`src/hdl/ebus_pkg.sv`:
```
// Purpose: Constants and carriers for the external bus data/parity block
// Assumes: One 200 MHz clock, AHB-Lite register access
// Notes: Data bus lines numbered with line 0 as the MSB
// What this block does
// - 32-bit three-state data path, each access sized 8, 16 or 32 bits.
// - Data line zero carries MSB, line thirty-one carries LSB.
// - Parity lane n covers byte n from MSB; generated on writes, checked on reads.
// - Parity applies only to own transfers, never to external master transfers.
// - Parity enable and sense set per memory bank and for other slaves.
// - Each parity pin may instead act as an external interrupt request input.
// - Request 3 is AND of parity lane 0 and cancel reservation when both selected.
// - Request 4 is AND of parity lane 1 and kill reservation when both selected.
// - Request 6 is AND of parity lane 3 and freeze pin when both selected.
// - Internal arbiter: bus request is an input sampled from external masters.
// - External arbiter: drive bus request before each new transaction; never park.
// - Internal arbiter: drive grant when external request outranks internal requesters.
// - Drive bus busy only after seeing busy negated; wait for grant only with external arbiter.
package ebus_pkg;
    // ************************************************************
    // Register map
    // ************************************************************
    localparam logic [7:0] OFS_CTRL = 8'h00;
    localparam logic [7:0] OFS_PAR_EN = 8'h04;
    localparam logic [7:0] OFS_PAR_ODD = 8'h08;
    localparam logic [7:0] OFS_PINSEL = 8'h0C;
    localparam logic [7:0] OFS_STATUS = 8'h10;
    localparam logic [7:0] OFS_MASK = 8'h14;
    localparam logic [7:0] OFS_ERRCNT = 8'h18;
    localparam logic [7:0] OFS_PINS = 8'h1C;
    // CTRL fields
    localparam int CTRL_EXT_ARB = 0;
    localparam int CTRL_PRIO_LSB = 4;
    // PINSEL fields: bits 3:0 parity pins as irq, 4 cancel, 5 kill, 6 freeze
    localparam int SEL_CR = 4;
    localparam int SEL_KR = 5;
    localparam int SEL_FRZ = 6;
    // STATUS fields
    localparam int ST_PERR = 0;
    localparam int ST_XREQ = 1;
    localparam int ST_DONE = 2;
    localparam logic [31:0] RST_CTRL = 32'h0000_0000;
    localparam logic [31:0] RST_ZERO = 32'h0000_0000;
    localparam int NBANK = 8;
    localparam int NLANE = 4;
    localparam logic [3:0] BANK_OTHER = 4'h8;

    typedef enum logic [1:0] {
        SZ_BYTE = 2'h0,
        SZ_HALF = 2'h1,
        SZ_WORD = 2'h2
    } size_e;

    typedef struct packed {
        logic valid;
        logic write;
        logic [1:0] addr_lo;
        size_e size;
        logic [3:0] bank;
        logic [31:0] wdata;
    } xfer_req_s;

    typedef struct packed {
        logic [31:0] d_o;
        logic [31:0] d_oe;
        logic [3:0] p_o;
        logic [3:0] p_oe;
    } pin_drive_s;
endpackage

```
`src/hdl/lane_parity.sv`:
```
// Purpose: Parity for one byte lane
// Assumes: Odd or even sense chosen by caller
// Notes: Combinational
`timescale 1ns/1ps
module lane_parity
    import ebus_pkg::*;
(
    input wire logic [7:0] i_byte,
    input wire logic i_odd,
    input wire logic i_pin,
    output logic o_par,
    output logic o_bad
);
    always_comb begin
        o_par = ^i_byte ^ i_odd;
        o_bad = (o_par != i_pin);
    end
endmodule

```
`src/hdl/ebus_data_par.sv`:
```
// Purpose: External bus data path, lane parity, bus request, irq sharing
// Assumes: Pins synchronous to i_clk, AHB-Lite slave for registers
// Notes: Active-low pins carried as _n signals
`timescale 1ns/1ps
module ebus_data_par
    import ebus_pkg::*;
(
    input wire logic i_clk,
    input wire logic i_rst_n,
    input wire logic i_hsel,
    input wire logic [7:0] i_haddr,
    input wire logic [1:0] i_htrans,
    input wire logic i_hwrite,
    input wire logic [2:0] i_hsize,
    input wire logic [31:0] i_hwdata,
    input wire logic i_hready,
    output logic [31:0] o_hrdata,
    output logic o_hreadyout,
    output logic o_hresp,
    input wire xfer_req_s i_req,
    input wire logic i_int_req,
    input wire logic i_ack,
    output logic o_req_ready,
    output logic o_done,
    output logic [31:0] o_rdata,
    output logic o_perr,
    input wire logic [31:0] i_d,
    input wire logic [3:0] i_p,
    output pin_drive_s o_pins,
    input wire logic i_br_n,
    output logic o_br_n,
    output logic o_br_oe,
    input wire logic i_bg_n,
    output logic o_bg_n,
    output logic o_bg_oe,
    input wire logic i_bb_n,
    output logic o_bb_n,
    output logic o_bb_oe,
    input wire logic i_cr_n,
    input wire logic i_kr_n,
    input wire logic i_frz_n,
    output logic [3:0] o_ext_int_req,
    output logic o_irq
);
    // ************************************************************
    // Registers
    // ************************************************************
    logic [31:0] ctrl_q, ctrl_d, pen_q, pen_d, podd_q, podd_d;
    logic [31:0] sel_q, sel_d, mask_q, mask_d, cnt_q, cnt_d;
    logic [2:0] stat_q, stat_d;
    logic aw_q, aw_d, ar_q, ar_d;
    logic [7:0] aa_q, aa_d;
    logic [31:0] rd_q, rd_d;
    logic ext_arb;
    logic [2:0] ev;

    assign ext_arb = ctrl_q[CTRL_EXT_ARB];

    always_comb begin
        ctrl_d = ctrl_q;
        pen_d = pen_q;
        podd_d = podd_q;
        sel_d = sel_q;
        mask_d = mask_q;
        aw_d = 1'b0;
        ar_d = 1'b0;
        aa_d = aa_q;
        rd_d = rd_q;
        stat_d = stat_q | ev;
        if (aw_q) begin
            case (aa_q)
                OFS_CTRL: ctrl_d = i_hwdata;
                OFS_PAR_EN: pen_d = i_hwdata;
                OFS_PAR_ODD: podd_d = i_hwdata;
                OFS_PINSEL: sel_d = i_hwdata;
                OFS_MASK: mask_d = i_hwdata;
                default: ;
            endcase
        end
        if (ar_q && aa_q == OFS_STATUS) begin
            stat_d = ev;
        end
        if (i_hsel && i_hready && i_htrans[1]) begin
            aa_d = {i_haddr[7:2], 2'b00};
            aw_d = i_hwrite;
            ar_d = !i_hwrite;
            case ({i_haddr[7:2], 2'b00})
                OFS_CTRL: rd_d = ctrl_q;
                OFS_PAR_EN: rd_d = pen_q;
                OFS_PAR_ODD: rd_d = podd_q;
                OFS_PINSEL: rd_d = sel_q;
                OFS_STATUS: rd_d = {29'h0, stat_q};
                OFS_MASK: rd_d = mask_q;
                OFS_ERRCNT: rd_d = cnt_q;
                OFS_PINS: rd_d = {i_d[31:8], i_p, i_br_n, i_bg_n,
                    i_bb_n, ext_arb};
                default: rd_d = RST_ZERO;
            endcase
        end
    end

    always_ff @(posedge i_clk or negedge i_rst_n) begin
        if (!i_rst_n) begin
            ctrl_q <= RST_CTRL;
            pen_q <= RST_ZERO;
            podd_q <= RST_ZERO;
            sel_q <= RST_ZERO;
            mask_q <= RST_ZERO;
            stat_q <= 3'h0;
            aw_q <= 1'b0;
            ar_q <= 1'b0;
            aa_q <= 8'h00;
            rd_q <= RST_ZERO;
        end else begin
            ctrl_q <= ctrl_d;
            pen_q <= pen_d;
            podd_q <= podd_d;
            sel_q <= sel_d;
            mask_q <= mask_d;
            stat_q <= stat_d;
            aw_q <= aw_d;
            ar_q <= ar_d;
            aa_q <= aa_d;
            rd_q <= rd_d;
        end
    end

    assign o_hrdata = rd_q;
    assign o_hreadyout = 1'b1;
    assign o_hresp = 1'b0;
    assign o_irq = |(stat_q & mask_q[2:0]);

    // ************************************************************
    // Transfer state machine
    // ************************************************************
    typedef enum logic [3:0] {
        S_IDLE = 4'b0001,
        S_REQ = 4'b0010,
        S_BUSY = 4'b0100,
        S_DATA = 4'b1000
    } st_e;
    st_e st_q, st_d;
    xfer_req_s cur_q, cur_d;
    logic [31:0] rdat_q, rdat_d;
    logic perr_q, perr_d, done_q, done_d;
    logic [3:0] lanes, par, bad;
    logic [3:0] bsel;
    logic chk_en, odd_en;

    // Lane mask from size and address
    always_comb begin
        case (cur_q.size)
            SZ_BYTE: lanes = 4'b0001 << cur_q.addr_lo;
            SZ_HALF: lanes = cur_q.addr_lo[1] ? 4'b1100 : 4'b0011;
            default: lanes = 4'b1111;
        endcase
    end

    // Per-bank or other-slave parity setting
    assign bsel = cur_q.bank;
    assign chk_en = pen_q[bsel[3] ? NBANK : {1'b0, bsel[2:0]}];
    assign odd_en = podd_q[bsel[3] ? NBANK : {1'b0, bsel[2:0]}];

    // Lane k is data lines 8k..8k+7, line 0 the MSB
    for (genvar k = 0; k < NLANE; k++) begin : g_lane
        lane_parity u_par (
            .i_byte(cur_q.write ? cur_q.wdata[31-8*k -: 8]
                : i_d[31-8*k -: 8]),
            .i_odd(odd_en),
            .i_pin(i_p[k]),
            .o_par(par[k]),
            .o_bad(bad[k])
        );
    end

    always_comb begin
        st_d = st_q;
        cur_d = cur_q;
        rdat_d = rdat_q;
        perr_d = 1'b0;
        done_d = 1'b0;
        ev = 3'h0;
        case (st_q)
            S_IDLE: begin
                if (i_req.valid) begin
                    cur_d = i_req;
                    st_d = S_REQ;
                end
            end
            S_REQ: begin
                if (!ext_arb || !i_bg_n) begin
                    st_d = S_BUSY;
                end
            end
            S_BUSY: begin
                if (i_bb_n) begin
                    st_d = S_DATA;
                end
            end
            S_DATA: begin
                if (i_ack) begin
                    rdat_d = i_d;
                    // Only own reads, only lanes in transfer
                    perr_d = !cur_q.write && chk_en &&
                        |(bad & lanes);
                    done_d = 1'b1;
                    ev[ST_DONE] = 1'b1;
                    ev[ST_PERR] = perr_d;
                    st_d = S_IDLE;
                end
            end
            default: st_d = S_IDLE;
        endcase
        if (!ext_arb && !i_br_n) begin
            ev[ST_XREQ] = 1'b1;
        end
    end

    always_ff @(posedge i_clk or negedge i_rst_n) begin
        if (!i_rst_n) begin
            st_q <= S_IDLE;
            cur_q <= '0;
            rdat_q <= RST_ZERO;
            perr_q <= 1'b0;
            done_q <= 1'b0;
        end else begin
            st_q <= st_d;
            cur_q <= cur_d;
            rdat_q <= rdat_d;
            perr_q <= perr_d;
            done_q <= done_d;
        end
    end

    assign cnt_d = cnt_q + {31'h0, perr_q};
    always_ff @(posedge i_clk or negedge i_rst_n) begin
        if (!i_rst_n) begin
            cnt_q <= RST_ZERO;
        end else begin
            cnt_q <= cnt_d;
        end
    end

    assign o_req_ready = (st_q == S_IDLE);
    assign o_done = done_q;
    assign o_rdata = rdat_q;
    assign o_perr = perr_q;

    // ************************************************************
    // Pins
    // ************************************************************
    logic drive_data;
    assign drive_data = (st_q == S_DATA) && cur_q.write;

    always_comb begin
        o_pins = '0;
        o_pins.d_o = cur_q.wdata;
        o_pins.d_oe = drive_data ? 32'hFFFF_FFFF : 32'h0000_0000;
        for (int k = 0; k < NLANE; k++) begin
            o_pins.p_o[k] = par[k];
            // Parity pin used as irq is never driven
            o_pins.p_oe[k] = drive_data && chk_en && lanes[k]
                && !sel_q[k];
        end
    end

    // Request driven low only while own transfer pending
    assign o_br_n = !(ext_arb && st_q == S_REQ);
    assign o_br_oe = ext_arb;
    // Grant when outside request outranks internal ones
    assign o_bg_oe = !ext_arb;
    assign o_bg_n = !(!ext_arb && !i_br_n && (st_q == S_IDLE
        || !i_int_req || ctrl_q[CTRL_PRIO_LSB]));
    assign o_bb_n = !(st_q == S_DATA);
    assign o_bb_oe = (st_q == S_DATA);

    // ************************************************************
    // Interrupt request sharing
    // ************************************************************
    always_comb begin
        o_ext_int_req[0] = (sel_q[0] ? i_p[0] : 1'b1)
            & (sel_q[SEL_CR] ? i_cr_n : 1'b1);
        o_ext_int_req[1] = (sel_q[1] ? i_p[1] : 1'b1)
            & (sel_q[SEL_KR] ? i_kr_n : 1'b1);
        o_ext_int_req[2] = sel_q[2] ? i_p[2] : 1'b1;
        o_ext_int_req[3] = (sel_q[3] ? i_p[3] : 1'b1)
            & (sel_q[SEL_FRZ] ? i_frz_n : 1'b1);
    end

    // ************************************************************
    // Checks
    // ************************************************************
    bb_after_free_a: assert property (@(posedge i_clk) disable iff (!i_rst_n)
        $rose(st_q == S_DATA) |-> $past(i_bb_n))
        else $error("busy driven before line free");
    br_only_ext_a: assert property (@(posedge i_clk) disable iff (!i_rst_n)
        !o_br_n |-> ext_arb && st_q == S_REQ)
        else $error("bus request parked or wrong mode");
    br_input_a: assert property (@(posedge i_clk) disable iff (!i_rst_n)
        !ext_arb |-> !o_br_oe)
        else $error("request driven with internal arbiter");
    no_wr_err_a: assert property (@(posedge i_clk) disable iff (!i_rst_n)
        done_d && cur_q.write |=> !o_perr)
        else $error("parity error on write");
    perr_cnt_a: assert property (@(posedge i_clk) disable iff (!i_rst_n)
        o_perr |=> cnt_q == $past(cnt_q) + 32'h1)
        else $error("error count not bumped");
    lane_skip_a: assert property (@(posedge i_clk) disable iff (!i_rst_n)
        done_d && (bad & lanes) == 4'h0 |=> !o_perr)
        else $error("unused lane flagged");
    ext_int_req_3_and_a: assert property (@(posedge i_clk) disable iff (!i_rst_n)
        sel_q[0] && sel_q[SEL_CR] |-> o_ext_int_req[0] == (i_p[0] & i_cr_n))
        else $error("request 3 not combined");
    ext_int_req_6_and_a: assert property (@(posedge i_clk) disable iff (!i_rst_n)
        sel_q[3] && sel_q[SEL_FRZ] |->
        o_ext_int_req[3] == (i_p[3] & i_frz_n))
        else $error("request 6 not combined");
    par_oe_a: assert property (@(posedge i_clk) disable iff (!i_rst_n)
        o_pins.p_oe[0] |-> !sel_q[0] && drive_data)
        else $error("parity pin driven while irq");
    grant_a: assert property (@(posedge i_clk) disable iff (!i_rst_n)
        !o_bg_n |-> !ext_arb && !i_br_n)
        else $error("grant without request");
    rd_done_c: cover property (@(posedge i_clk) disable iff (!i_rst_n)
        o_done && !cur_q.write);
    perr_c: cover property (@(posedge i_clk) disable iff (!i_rst_n) o_perr);
    grant_c: cover property (@(posedge i_clk) disable iff (!i_rst_n)
        !o_bg_n);
endmodule

```
`config.mk`:
```
export PLATFORM = sky130hd
export DESIGN_NAME = ebus_data_par
export DESIGN_NICKNAME = d
export VERILOG_FILES = /design/src/hdl/ebus_pkg.sv /design/src/hdl/lane_parity.sv /design/src/hdl/ebus_data_par.sv
export SDC_FILE = /design/constraint.sdc
export NUM_CORES = 1
export LEC_CHECK = 0
export ABC_AREA = 1
export ABC_CLOCK_PERIOD_IN_PS = 4300
export BUFFER_PORTS_ARGS = -buffer_cell sky130_fd_sc_hd__buf_2
export CORE_ASPECT_RATIO = 0.75
export CORE_MARGIN = 3
export CORE_UTILIZATION = 26
export CTS_BUF_LIST = sky130_fd_sc_hd__clkbuf_16
export CTS_CLUSTER_DIAMETER = 40
export DETAILED_ROUTE_END_ITERATION = 10
export PLACE_DENSITY = 0.48
export SYNTH_ARGS = -nofsm -noshare
export SYNTH_HDL_FRONTEND = slang
export SYNTH_SLANG_ARGS = --single-unit
```
`constraint.sdc`:
```
create_clock -name i_clk -period 4.3 [get_ports i_clk]
set_input_delay 1.29 -clock i_clk [delete_from_list [all_inputs] [get_ports i_clk]]
set_output_delay 1.29 -clock i_clk [all_outputs]
set_load 0.005 [all_outputs]
```
==> flow_metrics.env <==
export IMPL_status="finished, final reports clean"
export IMPL_die_h_um=222.0
export IMPL_hold_violations=0
export IMPL_clockRootBuffer="clkbuf_16"
export IMPL_n_fill_cell=6435
export IMPL_cp_end_kind="primary output"
export IMPL_antenna_found_initial=9
export IMPL_start_kind="flop"
export IMPL_grtUsageTotal_pct=16.78
export IMPL_finalPower_mw=12.19
export IMPL_pwr_share_seq_pct=33.9
export IMPL_clockBufferDepth=3
export IMPL_syn_nets=2175
export IMPL_worstSetupPathType="flop to primary output"
export IMPL_die_area_sq_um=65240
export IMPL_grt_pass1_vias=14200
export IMPL_die_width_um=293.9
export IMPL_p_int_mw=7.730
export IMPL_yosys_cell_types_count=50
export IMPL_rows=78
export IMPL_place_gp_congestion=0.8471
export IMPL_tritoncts="yes"
export IMPL_tightestPinTransition_ns=0.8230
export IMPL_peakVddDrop_uv=299.7
export IMPL_layout_drive_gt1_share_pct=19.87
export IMPL_area_delta_synth_final_pct=23.02
export IMPL_finalSetupViolCount=0
export IMPL_yosys_top_cells_area="dfrtp_1, nand2_1, o21ai_0"
export IMPL_ys_warn_count=0
export IMPL_grt_max_degree=82
export IMPL_fmax_mhz=242.2
export IMPL_ctsHoldBuffers=0
export IMPL_switching_share_pct=36.61
export IMPL_max_slew_margin_pct=45.07
export IMPL_design_area_sq_um=19890
export IMPL_drc=0
export IMPL_synth_top_area_share_pct=48.44
export IMPL_syn_inst=2037
export IMPL_syn_area_sq_um=16170
export IMPL_dr_pass1_iters=5
export IMPL_postPlaceCellArea_sq_um=17990
export IMPL_rsz0062_at_grt="yes"
export IMPL_grt_overflow_total=0
export IMPL_fin_util_pct=32.61
export IMPL_final_common_cell="nand2_1"
export IMPL_initial_core_util_pct=26.51
export IMPL_numClockSinks=314
export IMPL_critPathMaxFanout=17
export IMPL_ys_seq_area_share_pct=48.61
export IMPL_routed_wl_mm=55.27
export IMPL_dpl_hpwl_mm=39.62
export IMPL_clockPowerShare_pct=36.2
export IMPL_ant_nets=0
export IMPL_grt_first_pass_wirelength_mm=84.98
export IMPL_hold_path_class="flop to flop"
export IMPL_htree_num_levels=2
export IMPL_avgSynthCellArea_sq_um=7.937
export IMPL_viasPerCell=4.649
export IMPL_cts_made_buffers=53
export IMPL_switching_power_mw=4.465
export IMPL_clk_latency_ns=0.61
export IMPL_p_per_area_nw_per_um2=613.1
export IMPL_top_level_ports=288
export IMPL_final_cell_mix="nand2_1, dfrtp_1, buf_2"
export IMPL_synth_seq_cells=314
export IMPL_period_share_pct=96.03
export IMPL_core_region_area_sq_um=61000
export IMPL_power_leakage_nw=10.18
export IMPL_path_clk_slew_ns=0.06
export IMPL_p_comb_share_pct=29.9
export IMPL_avgRoutedWirePerCell_um=17.84
export IMPL_finalNetCount=2388
export IMPL_drt_iter0_markers=1065
export IMPL_synth_largest_area_cell="dfrtp_1"
export IMPL_portBuffers=279
export IMPL_vias=14400
export IMPL_finalMaxSlewViolations=0
export IMPL_critPathArrivalTime_ns=2.84
export IMPL_worstPathRequired_ns=3.01
export IMPL_finClkSkew_ns=0.03900
export IMPL_max_cap_viol_count=0
export IMPL_fin_crit_ns=4.129
kinds of logic after synthesis:
logic type | synth area share [%]
simple gates | 21.55
compound gates | 16.22
buf+inv | 11.20
flops | 48.61
xor+xnor | 1.733
mux | 0.4876
fa+ha+maj | 0.1548
other cells | 0.04645
power groups by stage:
stage               registers [mW]  logic, mW  clock network (mW)
floorplan                     4.07       2.67                   0
global placement              4.15       3.62                   0
detailed placement            4.17       3.66                   0
CTS                           4.13       3.68                4.53
global route                  4.23       4.20                4.67
finish                        4.13       3.65                4.41
what timing repair did:
item	CTS	global route
gates resized for setup	1	3
pin swaps	0	0
setup buffers	0	2
setup endpoints to repair	3	4
gates cloned	0	0
registers in the layout (all words and copies together), names as in the netlist:
register / flops
bsel: 4
st_q: 4
aw_q: 1
mask_q: 32
o_hrdata: 32
cnt_q: 32
ar_q: 1
o_rdata: 32
o_perr: 1
pen_q: 32
cur_q: 5
o_pins: 32
stat_q: 3
podd_q: 32
aa_q: 6
ctrl_q: 32
o_done: 1
sel_q: 32
worst max-delay path: stages, from the launching register on:
cell and delay (ns):
dfrtp_1 0.46, clkinvlp_4 0.18, nand2_4 0.19, o21ai_0 0.10, a21oi_1 0.15, o221ai_1 0.13
o21ai_0 0.25, nand2_1 0.25, nor3_1 0.34, buf_2 0.18
Yosys cell counts (all sizes together):
master	n
nand4	10
o2111ai	4
nor2	95
a31oi	13
clkinv	2
dfrtp	313
buf	106
ha	2
conb	2
a22o	1
nand3b	1
o21a	31
a21o	21
xor2	25
o21ai	198
o41ai	2
nand3	50
a22oi	31
o21bai	1
a221oi	20
xnor2	7
mux2	7
o221ai	2
inv	227
a2111oi	1
nor3	21
clkbuf	54
a21oi	81
o211ai	3
o22ai	36
dfstp	1
nand2	661
nor4	8
path summary, 6_finish.rpt:
kind,start,endpoint,slack (ns),cells after the start
worst min-delay path,o_hrdata[7],o_hrdata[7],0.47,1
worst max-delay path,bsel[3],o_pins[2],0.17,9
max in group asynchronous,i_rst_n,o_pins[42],2.74,2
min in group asynchronous,i_rst_n,pen_q[25],0.64,1
worst max register to register,cur_q[40],stat_q[0],1.91,16
worst min register to register,o_hrdata[7],o_hrdata[7],0.47,1
area by class of cell:
cell class	instances	area (sq um)	area share, %
well taps	800	1001	5.032
multi-input cells	1334	6534	32.85
flip-flops and latches	314	7860	39.52
diodes	3	7.507	0.03774
inverters	229	865.8	4.353
clock buffers	53	1326	6.668
repair buffers	318	1762	8.857
clock inverters	47	534.3	2.686
layer usage:
layer / GRT usage, % / vias up / part of all wire [%]
met4: 5.245 / 8 / 2.6
met1: 22.65 / 6919 / 45
li1: - / 6956 / -
met3: 3.775 / 96 / 6.5
met5: 0 / - / 0.081
met2: 26.70 / 424 / 45
stage by stage:
stage | hold WS (ns) | worst slack, ns | cells | setup TNS (ns)
4_1_cts | 0.4755 | 0.04845 | 3093 | 0
3_3_place_gp | 0.4546 | 0.2640 | 2993 | 0
2_1_floorplan | 0.4416 | 0.5196 | 2037 | 0
5_1_grt | 0.4863 | -0.06505 | 3098 | -0.09097
6_report | 0.4705 | 0.1709 | 3098 | 0
3_5_place_dp | 0.4601 | 0.2517 | 2993 | 0
No activity file was read; power rests on OpenSTA's default activity.
